[config.mk]
export PLATFORM = sky130hd
export DESIGN_NAME = spwm_top
export DESIGN_NICKNAME = d
export VERILOG_FILES = /design/src/spwm_pkg.sv /design/src/spwm_top.sv
export SDC_FILE = /design/constraint.sdc
export NUM_CORES = 1
export LEC_CHECK = 0
export ABC_AREA = 0
export ABC_CLOCK_PERIOD_IN_PS = 3100
export BUFFER_PORTS_ARGS = -buffer_cell sky130_fd_sc_hd__buf_2
export CORE_ASPECT_RATIO = 0.8
export CORE_MARGIN = 8
export CORE_UTILIZATION = 59
export DETAILED_ROUTE_END_ITERATION = 10
export PLACE_DENSITY = 0.8
export RECOVER_POWER = 50
export SYNTH_ARGS = -nofsm -noshare
export SYNTH_HDL_FRONTEND = slang
export SYNTH_SLANG_ARGS = --single-unit
[constraint.sdc]
create_clock -name clk_i -period 3.1 [get_ports clk_i]
set_clock_uncertainty 0.2 [all_clocks]
set_input_delay 0.465 -clock clk_i [delete_from_list [all_inputs] [get_ports clk_i]]
set_output_delay 0.465 -clock clk_i [all_outputs]
set_load 0.01 [all_outputs]
[src/spwm_pkg.sv]
// Package for the standard pulse-width channel block: register map, fields, reset values.
// Assumes a 32-bit APB master and a 20 MHz system clock feeding every timer.
package spwm_pkg;
  // Byte addresses of the registers on the bus.
  localparam logic [7:0] A_CTRL_OFS  = 8'h00;
  localparam logic [7:0] A_DH_OFS    = 8'h04;
  localparam logic [7:0] A_DL_OFS    = 8'h08;
  localparam logic [7:0] B_CTRL_OFS  = 8'h0C;
  localparam logic [7:0] B_DH_OFS    = 8'h10;
  localparam logic [7:0] B_DL_OFS    = 8'h14;
  localparam logic [7:0] TSEL_OFS    = 8'h18;
  localparam logic [7:0] TCFG0_OFS   = 8'h1C;
  localparam int         TCFG_STEP   = 4;
  localparam int         N_TMR       = 3;
  // Channel control fields.
  localparam int         ON_BIT      = 7;
  localparam int         STATE_BIT   = 5;
  localparam int         POL_BIT     = 4;
  // Duty low register keeps its two bits at the top of the byte.
  localparam int         DL_LSB      = 6;
  // Timer select fields.
  localparam int         TSEL_A_LSB  = 0;
  localparam int         TSEL_B_LSB  = 2;
  localparam logic [1:0] TSEL_RSVD   = 2'h3;
  // Timer configuration fields.
  localparam int         TC_PS_LSB   = 8;
  localparam int         TC_ON_BIT   = 10;
  localparam int         TC_CNT_LSB  = 16;
  // Reset values.
  localparam logic [7:0] PR_RST      = 8'hFF;
  localparam logic [1:0] PS_RST      = 2'h0;
  localparam logic [7:0] BYTE_ZERO   = 8'h00;
  localparam logic [1:0] LOW_PH_MAX  = 2'h3;
  // Every timer step takes four oscillator periods times the prescale value.
  localparam int         OSC_PER_NS  = 50;
  localparam logic [7:0] TICK_BASE   = 8'h04;

  typedef struct packed {
    logic       on;
    logic       pol;
    logic [9:0] duty;
  } spwm_chcfg_s;

  typedef struct packed {
    logic       on;
    logic [1:0] ps;
    logic [7:0] pr;
  } spwm_tcfg_s;
endpackage

[src/spwm_top.sv]
// Two standard pulse-width channels, three selectable timebases and their APB register file.
// Assumes an APB master on clk_i and that software routes the pins as outputs.
//
// Operation
// - With polarity 0 the idle pin level is low, with polarity 1 it is high.
// - A disabled channel holds its pin at the idle level and makes no pulses.
// - The period is (period limit + 1) times 4 times the oscillator period times the prescale.
// - On the step after the counter equals the period limit the counter returns to zero.
// - Each period restart drives the active level unless the duty value is zero.
// - Each period restart copies the written duty value into the compare register.
// - A latched pulse width longer than the period keeps the pin at the active level.
// - The duty value is 10 bits, high byte holds bits 9..2, low register bits 7:6 hold 1..0.
// - Duty writes are buffered and act only from the next period restart.
// - The 10-bit timebase is the 8-bit counter plus two prescaler or clock phase bits.
// - The pin stays active while the 10-bit timebase is below the duty value.
// - The duty ratio is the duty value over 4 times (period limit + 1).
// - Each channel picks one of three timers by its own 2-bit select field.
`timescale 1ns/100ps

// One timebase: prescaled step, 8-bit counter and 10-bit extended count.
module spwm_tmr (
  input  wire logic              clk_i,
  input  wire logic              resetn_i,
  input  wire spwm_pkg::spwm_tcfg_s cfg_i,
  output logic [9:0]             tb_o,
  output logic [7:0]             cnt_o,
  output logic                   roll_o
);
  logic [7:0] pre_r;
  logic [7:0] cnt_r;
  logic [7:0] term;
  logic [7:0] low;
  logic       tick;

  // Prescale 1, 4, 16, 64 gives a step of 4, 16, 64, 256 clocks.
  assign term = 8'((spwm_pkg::TICK_BASE << {cfg_i.ps, 1'b0}) - 8'h01);
  assign tick = cfg_i.on && (pre_r == term);
  assign roll_o = tick && (cnt_r == cfg_i.pr);
  // Low bits are clock phase at 1:1, otherwise the top prescaler bits.
  assign low  = pre_r >> {cfg_i.ps, 1'b0};
  assign tb_o = {cnt_r, low[1:0]};
  assign cnt_o = cnt_r;

  // Prescaler runs only while the timer is on; a stopped timer holds it at zero, so its phase is lost.
  always_ff @(posedge clk_i) begin
    if (!resetn_i) begin
      pre_r <= spwm_pkg::BYTE_ZERO;
    end else if (tick || !cfg_i.on) begin
      pre_r <= spwm_pkg::BYTE_ZERO;
    end else begin
      pre_r <= pre_r + 8'h01;
    end
  end

  // Counter wraps to zero on the step after it meets the period limit.
  always_ff @(posedge clk_i) begin
    if (!resetn_i) begin
      cnt_r <= spwm_pkg::BYTE_ZERO;
    end else if (roll_o) begin
      cnt_r <= spwm_pkg::BYTE_ZERO;
    end else if (tick) begin
      cnt_r <= cnt_r + 8'h01;
    end
  end
endmodule

// One channel: buffered duty, compare, polarity and enable.
module spwm_chan (
  input  wire logic                  clk_i,
  input  wire logic                  resetn_i,
  input  wire spwm_pkg::spwm_chcfg_s cfg_i,
  input  wire logic                  sel_ok_i,
  input  wire logic [9:0]            tb_i,
  input  wire logic                  roll_i,
  output logic                       pin_o
);
  logic [9:0] dc_act_r;
  logic       act_r;
  logic       pin_r;
  logic       roll;
  logic       match;
  logic       lvl;

  // A reserved select has no timebase, so the waveform simply freezes.
  assign roll  = sel_ok_i && roll_i;
  assign match = sel_ok_i && (tb_i == dc_act_r);
  assign pin_o = pin_r;
  // The level drops in the cycle of the match itself, so the pulse lasts duty timebase counts (quarter steps), not one more.
  assign lvl   = act_r && !match;

  // The compare value only changes at a restart, which keeps edits glitch free.
  always_ff @(posedge clk_i) begin
    if (!resetn_i) begin
      dc_act_r <= 10'h000;
    end else if (roll) begin
      dc_act_r <= cfg_i.duty;
    end
  end

  // Restart sets the active level unless the duty is zero, equality with the duty clears it.
  // A duty beyond the period never matches, so the level is left as it was.
  always_ff @(posedge clk_i) begin
    if (!resetn_i) begin
      act_r <= 1'b0;
    end else if (roll) begin
      act_r <= (cfg_i.duty != 10'h000);
    end else if (match) begin
      act_r <= 1'b0;
    end
  end

  // Pin is registered; disabled channels sit at the polarity level.
  always_ff @(posedge clk_i) begin
    if (!resetn_i) begin
      pin_r <= 1'b0;
    end else if (!cfg_i.on) begin
      pin_r <= cfg_i.pol;
    end else begin
      pin_r <= lvl ^ cfg_i.pol;
    end
  end
endmodule

// Top: APB slave, register file, three timers and two channels.
module spwm_top (
  input  wire logic        clk_i,
  input  wire logic        resetn_i,
  input  wire logic        psel_i,
  input  wire logic        penable_i,
  input  wire logic        pwrite_i,
  input  wire logic [7:0]  paddr_i,
  input  wire logic [31:0] pwdata_i,
  output logic [31:0]      prdata_o,
  output logic             pready_o,
  output logic             pslverr_o,
  output logic             waveform_a_o,
  output logic             waveform_b_o
);
  spwm_pkg::spwm_chcfg_s ch_r [2];
  spwm_pkg::spwm_tcfg_s  tc_r [spwm_pkg::N_TMR];
  logic [1:0]            tsel_r [2];
  logic [9:0]            tb   [spwm_pkg::N_TMR];
  logic [7:0]            cnt  [spwm_pkg::N_TMR];
  logic [spwm_pkg::N_TMR-1:0] roll;
  logic [1:0]            pin;
  logic [31:0]           rd_data;
  logic                  hit;
  logic                  acc;
  logic                  wr;
  logic [31:0]           prdata_r;
  logic                  pready_r;
  logic                  pslverr_r;

  // One wait state: pready rises on the second access cycle.
  assign acc = psel_i && penable_i;
  assign wr  = acc && pready_r && pwrite_i && hit;

  // Timebases, one per selectable timer.
  for (genvar t = 0; t < spwm_pkg::N_TMR; t++) begin : g_tmr
    spwm_tmr u_tmr (
      .clk_i    (clk_i),
      .resetn_i (resetn_i),
      .cfg_i    (tc_r[t]),
      .tb_o     (tb[t]),
      .cnt_o    (cnt[t]),
      .roll_o   (roll[t])
    );
  end

  // Channels, each routed to the timer its select field names.
  for (genvar c = 0; c < 2; c++) begin : g_ch
    spwm_chan u_ch (
      .clk_i    (clk_i),
      .resetn_i (resetn_i),
      .cfg_i    (ch_r[c]),
      .sel_ok_i (tsel_r[c] != spwm_pkg::TSEL_RSVD),
      .tb_i     (tb[tsel_r[c] == spwm_pkg::TSEL_RSVD ? 2'h0 : tsel_r[c]]),
      .roll_i   (roll[tsel_r[c] == spwm_pkg::TSEL_RSVD ? 2'h0 : tsel_r[c]]),
      .pin_o    (pin[c])
    );
  end
  assign waveform_a_o = pin[0];
  assign waveform_b_o = pin[1];

  // Read decode; unmapped addresses answer zero with an error.
  always_comb begin
    rd_data = 32'h0000_0000;
    hit     = 1'b1;
    unique case (paddr_i)
      spwm_pkg::A_CTRL_OFS, spwm_pkg::B_CTRL_OFS: begin
        rd_data[spwm_pkg::ON_BIT]    = ch_r[paddr_i == spwm_pkg::B_CTRL_OFS].on;
        rd_data[spwm_pkg::POL_BIT]   = ch_r[paddr_i == spwm_pkg::B_CTRL_OFS].pol;
        rd_data[spwm_pkg::STATE_BIT] = pin[paddr_i == spwm_pkg::B_CTRL_OFS];
      end
      spwm_pkg::A_DH_OFS: rd_data[7:0] = ch_r[0].duty[9:2];
      spwm_pkg::B_DH_OFS: rd_data[7:0] = ch_r[1].duty[9:2];
      spwm_pkg::A_DL_OFS: rd_data[spwm_pkg::DL_LSB +: 2] = ch_r[0].duty[1:0];
      spwm_pkg::B_DL_OFS: rd_data[spwm_pkg::DL_LSB +: 2] = ch_r[1].duty[1:0];
      spwm_pkg::TSEL_OFS: begin
        rd_data[spwm_pkg::TSEL_A_LSB +: 2] = tsel_r[0];
        rd_data[spwm_pkg::TSEL_B_LSB +: 2] = tsel_r[1];
      end
      default: begin
        hit = 1'b0;
        for (int t = 0; t < spwm_pkg::N_TMR; t++) begin
          if (paddr_i == 8'(spwm_pkg::TCFG0_OFS + t * spwm_pkg::TCFG_STEP)) begin
            hit = 1'b1;
            rd_data[10:0] = tc_r[t];
            rd_data[spwm_pkg::TC_CNT_LSB +: 8] = cnt[t];
          end
        end
      end
    endcase
  end

  // Bus handshake and read data are registered.
  always_ff @(posedge clk_i) begin
    if (!resetn_i) begin
      pready_r  <= 1'b0;
      prdata_r  <= 32'h0000_0000;
      pslverr_r <= 1'b0;
    end else begin
      pready_r  <= acc && !pready_r;
      prdata_r  <= (acc && !pready_r && !pwrite_i) ? rd_data : 32'h0000_0000;
      pslverr_r <= acc && !pready_r && !hit;
    end
  end
  assign prdata_o  = prdata_r;
  assign pready_o  = pready_r;
  assign pslverr_o = pslverr_r;

  // Channel control and duty registers; duty bytes land in the shadow only.
  always_ff @(posedge clk_i) begin
    if (!resetn_i) begin
      for (int c = 0; c < 2; c++) begin
        ch_r[c] <= '0;
      end
    end else if (wr) begin
      for (int c = 0; c < 2; c++) begin
        if (paddr_i == (c == 0 ? spwm_pkg::A_CTRL_OFS : spwm_pkg::B_CTRL_OFS)) begin
          ch_r[c].on  <= pwdata_i[spwm_pkg::ON_BIT];
          ch_r[c].pol <= pwdata_i[spwm_pkg::POL_BIT];
        end
        if (paddr_i == (c == 0 ? spwm_pkg::A_DH_OFS : spwm_pkg::B_DH_OFS)) begin
          ch_r[c].duty[9:2] <= pwdata_i[7:0];
        end
        if (paddr_i == (c == 0 ? spwm_pkg::A_DL_OFS : spwm_pkg::B_DL_OFS)) begin
          ch_r[c].duty[1:0] <= pwdata_i[spwm_pkg::DL_LSB +: 2];
        end
      end
    end
  end

  // Timer select and timer configuration registers.
  always_ff @(posedge clk_i) begin
    if (!resetn_i) begin
      tsel_r[0] <= 2'h0;
      tsel_r[1] <= 2'h0;
      for (int t = 0; t < spwm_pkg::N_TMR; t++) begin
        tc_r[t] <= '{on: 1'b0, ps: spwm_pkg::PS_RST, pr: spwm_pkg::PR_RST};
      end
    end else if (wr) begin
      if (paddr_i == spwm_pkg::TSEL_OFS) begin
        tsel_r[0] <= pwdata_i[spwm_pkg::TSEL_A_LSB +: 2];
        tsel_r[1] <= pwdata_i[spwm_pkg::TSEL_B_LSB +: 2];
      end
      for (int t = 0; t < spwm_pkg::N_TMR; t++) begin
        if (paddr_i == 8'(spwm_pkg::TCFG0_OFS + t * spwm_pkg::TCFG_STEP)) begin
          tc_r[t].pr <= pwdata_i[7:0];
          tc_r[t].ps <= pwdata_i[spwm_pkg::TC_PS_LSB +: 2];
          tc_r[t].on <= pwdata_i[spwm_pkg::TC_ON_BIT];
        end
      end
    end
  end
endmodule

==> results of run 1 <==
final cells by class:
| cell class | instances | share of cell area [%] |
|---|---|---|
| multi-input combinational | 575 | 44.46 |
| tap | 180 | 2.496 |
| clock buffer | 20 | 4.840 |
| sequential | 154 | 40.94 |
| timing repair buffer | 86 | 5.672 |
| inverter | 5 | 0.2080 |
| clock inverter | 12 | 1.387 |
sequential cells by signal (all words and copies together), names as in the netlist, 4 cells and up:
signal / count
g_tmr.u_tmr.pre_r: 24
g_ch.u_ch.dc_act_r: 20
tc_r: 33
prdata_o: 19
ch_r: 24
g_tmr.u_tmr.cnt_o: 24
tsel_r: 4
synthesized netlist by cell type, types with 2 or more instances:
master     instances  area (µm²)
nand3_1           14       70.07
nor3_1            12       60.06
o21ai_0            9       45.04
o2bb2ai_1          2       17.52
nor2b_1            7       43.79
ha_1               9       112.6
nand2b_1          10       62.56
buf_4             14       105.1
nand4b_1           3       26.28
a21o_1             3       22.52
o211ai_1           2       15.01
nor2_1            98       367.9
or3b_2             2       17.52
inv_1              4       15.01
nor4_1             7       43.79
o221ai_1           2       17.52
xnor2_1           51       446.7
or4b_1             2       20.02
dfxtp_1           93        1862
mux2i_1           59       590.6
a22oi_1           15       112.6
a22o_1             2       17.52
buf_6              2       22.52
o221a_2            2       22.52
a222oi_1          16       160.2
xor2_1            41       359.1
o31ai_1            7       52.55
and3_1            11       68.82
buf_1              5       18.77
and2_0             2       12.51
a31oi_1            8       50.05
nand2_1           40       150.1
edfxtp_1          61        1832
buf_2              9       45.04
clkbuf_1          37       138.9
a31o_2             3       26.28
or4_1              4       30.03
or3_1             15       93.84
a21oi_1           10       50.05
a221oi_1           3       26.28
nand4_1           26       162.7
o22ai_1            2       12.51
or2_2             10       62.56
and2_1            33       206.5
mux4_2             5       112.6
worst register-to-register path: stages, from the launching register on:
cell,delay (ns)
edfxtp_1,0.38
or2_2,0.32
ha_1,0.31
xnor2_1,0.13
nor2_1,0.14
nand3_1,0.21
or4_4,0.56
o311ai_4,0.11
buf_12,0.19
nor2_1,0.07
a32o_1,0.26
kinds of logic (layout without fill, tap and decap cells):
kind of cell / after synthesis / after routing / synth area share (%)
other: 1 / 13 / 0.04671
AO/OA/AOI/OAI: 96 / 96 / 9.522
multiplexers: 66 / 66 / 9.226
XOR/XNOR: 92 / 92 / 10.04
buffers and inverters: 73 / 123 / 4.597
adder cells (fa/ha/maj): 9 / 9 / 1.403
AND/OR/NAND/NOR: 299 / 299 / 19.17
flip-flops: 154 / 154 / 46.00
worst min-delay path by stage:
stage	to	from	slack, ns	cells after the start
global route	tc_r[2][9]	pwdata_i[9]	0.16	2
CTS	tc_r[2][8]	pwdata_i[8]	0.13	2
global placement	g_tmr[0].u_tmr.pre_r[0]	g_tmr[0].u_tmr.pre_r[0]	0.26	1
floorplan	g_tmr[2].u_tmr.pre_r[0]	g_tmr[2].u_tmr.pre_r[0]	0.24	1
detailed placement	g_tmr[1].u_tmr.pre_r[0]	g_tmr[1].u_tmr.pre_r[0]	0.27	1
finish	tc_r[2][9]	pwdata_i[9]	0.14	2
stage by stage:
| stage | cells | hold WS (ns) | TNS, ns |
|---|---|---|---|
| 6_report | 1032 | 0.1396 | 0 |
| 5_1_grt | 1032 | 0.1622 | 0 |
| 2_1_floorplan | 802 | 0.2374 | 0 |
| 3_3_place_gp | 999 | 0.2615 | 0 |
| 4_1_cts | 1032 | 0.1345 | 0 |
| 3_5_place_dp | 999 | 0.2737 | -0.01794 |
where the power goes:
part           leakage (µW)  internal, µW  total, µW  switching (µW)
Clock              0.000272          1180       2000             823
Sequential          0.00131          2120       2150            25.3
Combinational       0.00154          67.9        200             132
repair_timing:
action                     in CTS  in global routing
setup endpoints to repair       2                  0
hold buffers                    0                  0
resized for setup               0                  0
setup buffers                   1                  0
routing by layer:
metal | part of all wire [%] | GRT usage (%) | vias up
met5 | 0 | 0 | -
met4 | 2.9 | 11.69 | 0
met2 | 45 | 40.30 | 530
met1 | 38 | 32.64 | 3126
met3 | 14 | 8.028 | 77
li1 | - | - | 2922
==> impl_metrics.toml, run 1 <==
[outcome]
status = "finished clean"

[setup_path]
path_class = "flop to flop"
slowest_delay_ns = 0.56
worst-path-max-fanout = 12
r2r_start = "tc_r[2][9]"
slowest_stage = "or4_4"
reg2reg_depth = 10
cp.depth = 10
path_common_cell = "nor2_1"
r2r_slack_ns = 0.10
endpoint_kind = "flop"
worst-path-buf-inv = 1
startpoint = "tc_r[2][9]"
endpoint = "g_ch[0].u_ch.act_r"
crit_chain = "or2_2 -> ha_1 -> xnor2_1 -> nor2_1 -> nand3_1 -> or4_4 -> o311ai_4 -> buf_12 -> nor2_1 -> a32o_1"
startpoint_type = "flop"
crit_arrival_ns = 3.13
path_delay_family = "simple AND/OR/NAND/NOR gates"
required_ns = 3.23
r2r-end = "g_ch[0].u_ch.act_r"

[layout]
final_core_util_pct = 67.29
multi_input_area_mm2 = 0.004011
n_antenna_cell = 0
regArea_mm2 = 0.003694
mostFrequentLayoutCell = "nor2_1"
nFillCells = 990
finalInstanceArea_mm2 = 0.009022
nNetsFinal = 893
mostFrequentLayoutCells = "98 x nor2_1, 93 x dfxtp_1, 61 x edfxtp_1"
area_growth_pct = 12.37
drive_gt1_share_pct = 13.15

[clocking]
clock-root-buffer = "clkbuf_16"
htree_levels = 4
cts_tree = "built"
numCtsBuffers = 17
clk_pin_slew_ns = 0.06
clk_latency_ns = 0.44
cts.sinks = 154
clk_path_buf_depth = 2

[placed_design]
pre_cts_ws_ns = -0.01794
placed_cell_area_mm2 = 0.008484
gp_congestion = 0.9466
port_buffers = 46
place.detailed.hpwl_mm = 16.56

[synthesis]
synth_seq_cells = 154
ys_types = 63
syn_area_mm2 = 0.008029
synth_flop_cell = "dfxtp_1"
syn_inst = 790
synth_warnings = 0
async_flop_share_pct = 0
seq_area_frac_synth_pct = 46.00
syn_avg_cell_area_um2 = 10.16
synth-edff-count = 61

[grt]
grt_first_pass_wirelength_mm = 35.33
gr-total-overflow = 0
grtUsageTotal_pct = 25.85
antenna_found_initial = 0
grt_max_degree = 28
grt_pass1_vias = 6484

[flow_run]
max_cap_viol_count = 0

[drt]
drc = 0
num_vias = 6655
drt_wl_total_mm = 22.73
avgRoutedWirePerCell_um = 22.02
viasPerCell = 6.449
drt_first_pass_iters = 6
drt_iter0_drc = 1187
detail-route-antenna-nets = 0

[die]
die_width_um = 146.4
rows = 38
fp.dieArea_mm2 = 0.01762
die_y_um = 120.3
coreArea_mm2 = 0.01341
start_util_pct = 59.88
io-pin-count = 81

[sta]
maxSlewHeadroom_pct = 26.43
max_freq_ghz = 0.3338
drv_slew = 0
fin_crit_sh_pct = 96.64
worst_slew_pin_slew_ns = 1.104
grt_setup_unrepaired = "false"
hold_viol = 0
setup_viol_count_final = 0
final.setup.worst_slack_ns = 0.1042
min_period_ns = 2.996

[power_and_ir_drop]
pwr_density_cell_mw_per_mm2 = 482.1
max-vdd-ir-drop_uv = 437.0
p_total_uw = 4350
p_leak_uw = 0.003118

[hold_path]
hp-class = "input port to flop"
(Power assumes the default switching activity.)
==> inputs of run 2 (changes only) <==
- ABC_CLOCK_PERIOD_IN_PS: 3100 -> unset
- MAX_ROUTING_LAYER: unset -> met4
==> run 2 against run 1 <==
Against the previous run:
- flip-flop and latch count did not move
- fmax barely moved
- wire length rose by 0.52%
- cell area rose by 0.47%
- largest cell class unchanged
- highest routed layer unchanged
- cell count barely moved
- non-clock buffer count fell by 2
- first-iteration DRC count fell by 22%
- setup slack improved by 0.00073 ns
- sequential share of layout area fell by 0.19 points
- via count fell by 1.5%
- combinational power barely moved
- clock power rose by 4%
==> impl_metrics.toml, run 2 (synthesis results as in run 1) <==
[layout]
mostFrequentLayoutCells = "98 x nor2_1, 93 x dfxtp_1, 61 x edfxtp_1"
top_register = "tc_r"
area_growth_pct = 12.90
drive_gt1_share_pct = 12.82
largest_reg_flops = 33
mostFrequentLayoutCell = "nor2_1"
final_core_util_pct = 67.61
finalInstanceArea_mm2 = 0.009065
nNetsFinal = 891

[drt]
viasPerCell = 6.361
top_layer_used = "met4"
drt_iter0_drc = 928
drt_wl_total_mm = 22.85
met2_length_mm = 10.30
met3_wirelength_mm = 2.674
avgRoutedWirePerCell_um = 22.16
drc = 0
wl_met1_mm = 9.234
drt_first_pass_iters = 6
num_vias = 6558
detail-route-antenna-nets = 0

[die]
die_width_um = 146.4
io-pin-count = 81
coreArea_mm2 = 0.01341
fp.dieArea_mm2 = 0.01762
start_util_pct = 59.88
die_y_um = 120.3
rows = 38

[sta]
grt_setup_unrepaired = "false"
setup_viol_count_final = 0
worst_slew_pin_slew_ns = 1.180
maxSlewHeadroom_pct = 21.32
hold_viol = 0
fin_crit_sh_pct = 96.61
min_period_ns = 2.995
max_freq_ghz = 0.3339
setup-tns-final_ns = 0
drv_slew = 0
timing.hold.ws_ns = 0.1406

[placed_design]
gp_congestion = 0.9669
place.detailed.hpwl_mm = 16.93
placed_cell_area_mm2 = 0.008474
port_buffers = 46

[setup_path]
r2r_start = "tc_r[2][9]"
slowest_delay_ns = 0.54
startpoint_type = "flop"
reg2reg_depth = 11
r2r-end = "g_ch[0].u_ch.dc_act_r[2]"
endpoint_kind = "flop"
r2r_slack_ns = 0.10
worst-path-max-fanout = 7
slowest_stage = "or4_4"
crit_chain = "or2_2 -> ha_1 -> xnor2_1 -> nor2_1 -> nand3_1 -> or4_4 -> o311ai_4 -> buf_12 -> buf_12 -> mux2i_1 -> nor2_1"
crit_arrival_ns = 3.11
path_class = "flop to flop"
required_ns = 3.21

[hold_path]
hp-class = "input port to flop"
hp-start = "pwdata_i[8]"
hold_depth = 2
hold_path_end = "tc_r[2][8]"

[clocking]
clk_path_buf_depth = 2
ctsHoldBuffers = 0
clock-root-buffer = "clkbuf_16"
cts.sinks = 154
clk_pin_slew_ns = 0.06
numCtsBuffers = 17
htree_levels = 4
clk_latency_ns = 0.43
cts_tree = "built"

[grt]
grt_pass1_vias = 6327
grtUsageTotal_pct = 26.57
grt_first_pass_wirelength_mm = 35.13
antenna_found_initial = 1
gr-total-overflow = 0
grt_max_degree = 28

[power_and_ir_drop]
p_leak_uw = 0.003118
max-vdd-ir-drop_uv = 424.2
pwr_density_cell_mw_per_mm2 = 489.7

[outcome]
status = "finished clean"

[flow_run]
max_cap_viol_count = 0
## run 2: changes by cell type in the layout (fill, tap and decap cells not counted), sizes merged
| cell | previous run | this run |
|---|---|---|
| diode | 0 | 1 |
| clkbuf | 49 | 55 |
| bufinv | 2 | 1 |
| clkinv | 8 | 6 |
| buf | 57 | 52 |
## run 2: cell type report
| type | count | area (µm²) |
|---|---|---|
| sequential | 154 | 3694 |
| clock inverter | 9 | 81.33 |
| multi-input combinational | 575 | 4024 |
| tap | 180 | 225.2 |
| clock buffer | 23 | 521.8 |
| antenna | 1 | 2.502 |
| fill | 1039 | 4343 |
| inverter | 5 | 18.77 |
| timing repair buffer | 84 | 498.0 |
## run 2: where the power goes
| group | switching, µW | internal, µW | leakage (µW) |
|---|---|---|---|
| Sequential | 25.1 | 2120 | 0.00131 |
| Clock | 824 | 1270 | 0.000292 |
| Combinational | 131 | 69.2 | 0.00152 |
## run 2: critical path, delay by kind of cell, from the launching register on
family / cells / cell delay [ns]
xor+xnor: 1 / 0.13
simple gates: 5 / 1.24
flops: 1 / 0.39
fa+ha+maj: 1 / 0.31
buf+inv: 2 / 0.30
compound gates: 1 / 0.11
mux: 1 / 0.19
## run 2: repair_timing
item	in CTS	in global routing
endpoints found under the setup margin	0	19
hold endpoints to repair	0	0
setup buffers	0	2
gates resized for setup	0	2
## run 2: metrics by stage
step                total power, µW  std cells  worst slack, ns
finish                         4439       1031           0.1050
global route                   4550       1031          0.01654
CTS                            4443       1028          0.03898
detailed placement             2386        996          0.02641
global placement               2379        996           0.1376
floorplan                      2314        802           0.2957
## run 2: worst max path at each step
stage               start                        to  slack (ns)  cells past startpoint
2_1_floorplan  tc_r[2][9]  g_ch[0].u_ch.dc_act_r[0]        0.30                     11
3_3_place_gp   tc_r[1][9]  g_ch[1].u_ch.dc_act_r[0]        0.14                      9
3_5_place_dp   tc_r[1][9]  g_ch[1].u_ch.dc_act_r[1]        0.03                      9
4_1_cts        tc_r[1][9]  g_ch[1].u_ch.dc_act_r[9]        0.04                      9
5_1_grt        tc_r[1][9]  g_ch[1].u_ch.dc_act_r[7]        0.02                      9
6_report       tc_r[2][9]  g_ch[0].u_ch.dc_act_r[2]        0.10                     11
## run 2: layer usage
layer / vias to the layer above / track usage (%)
li1: 2923 / -
met1: 3102 / 34.81
met2: 465 / 39.52
met3: 68 / 5.825
met4: 0 / 10.79
met5: - / -
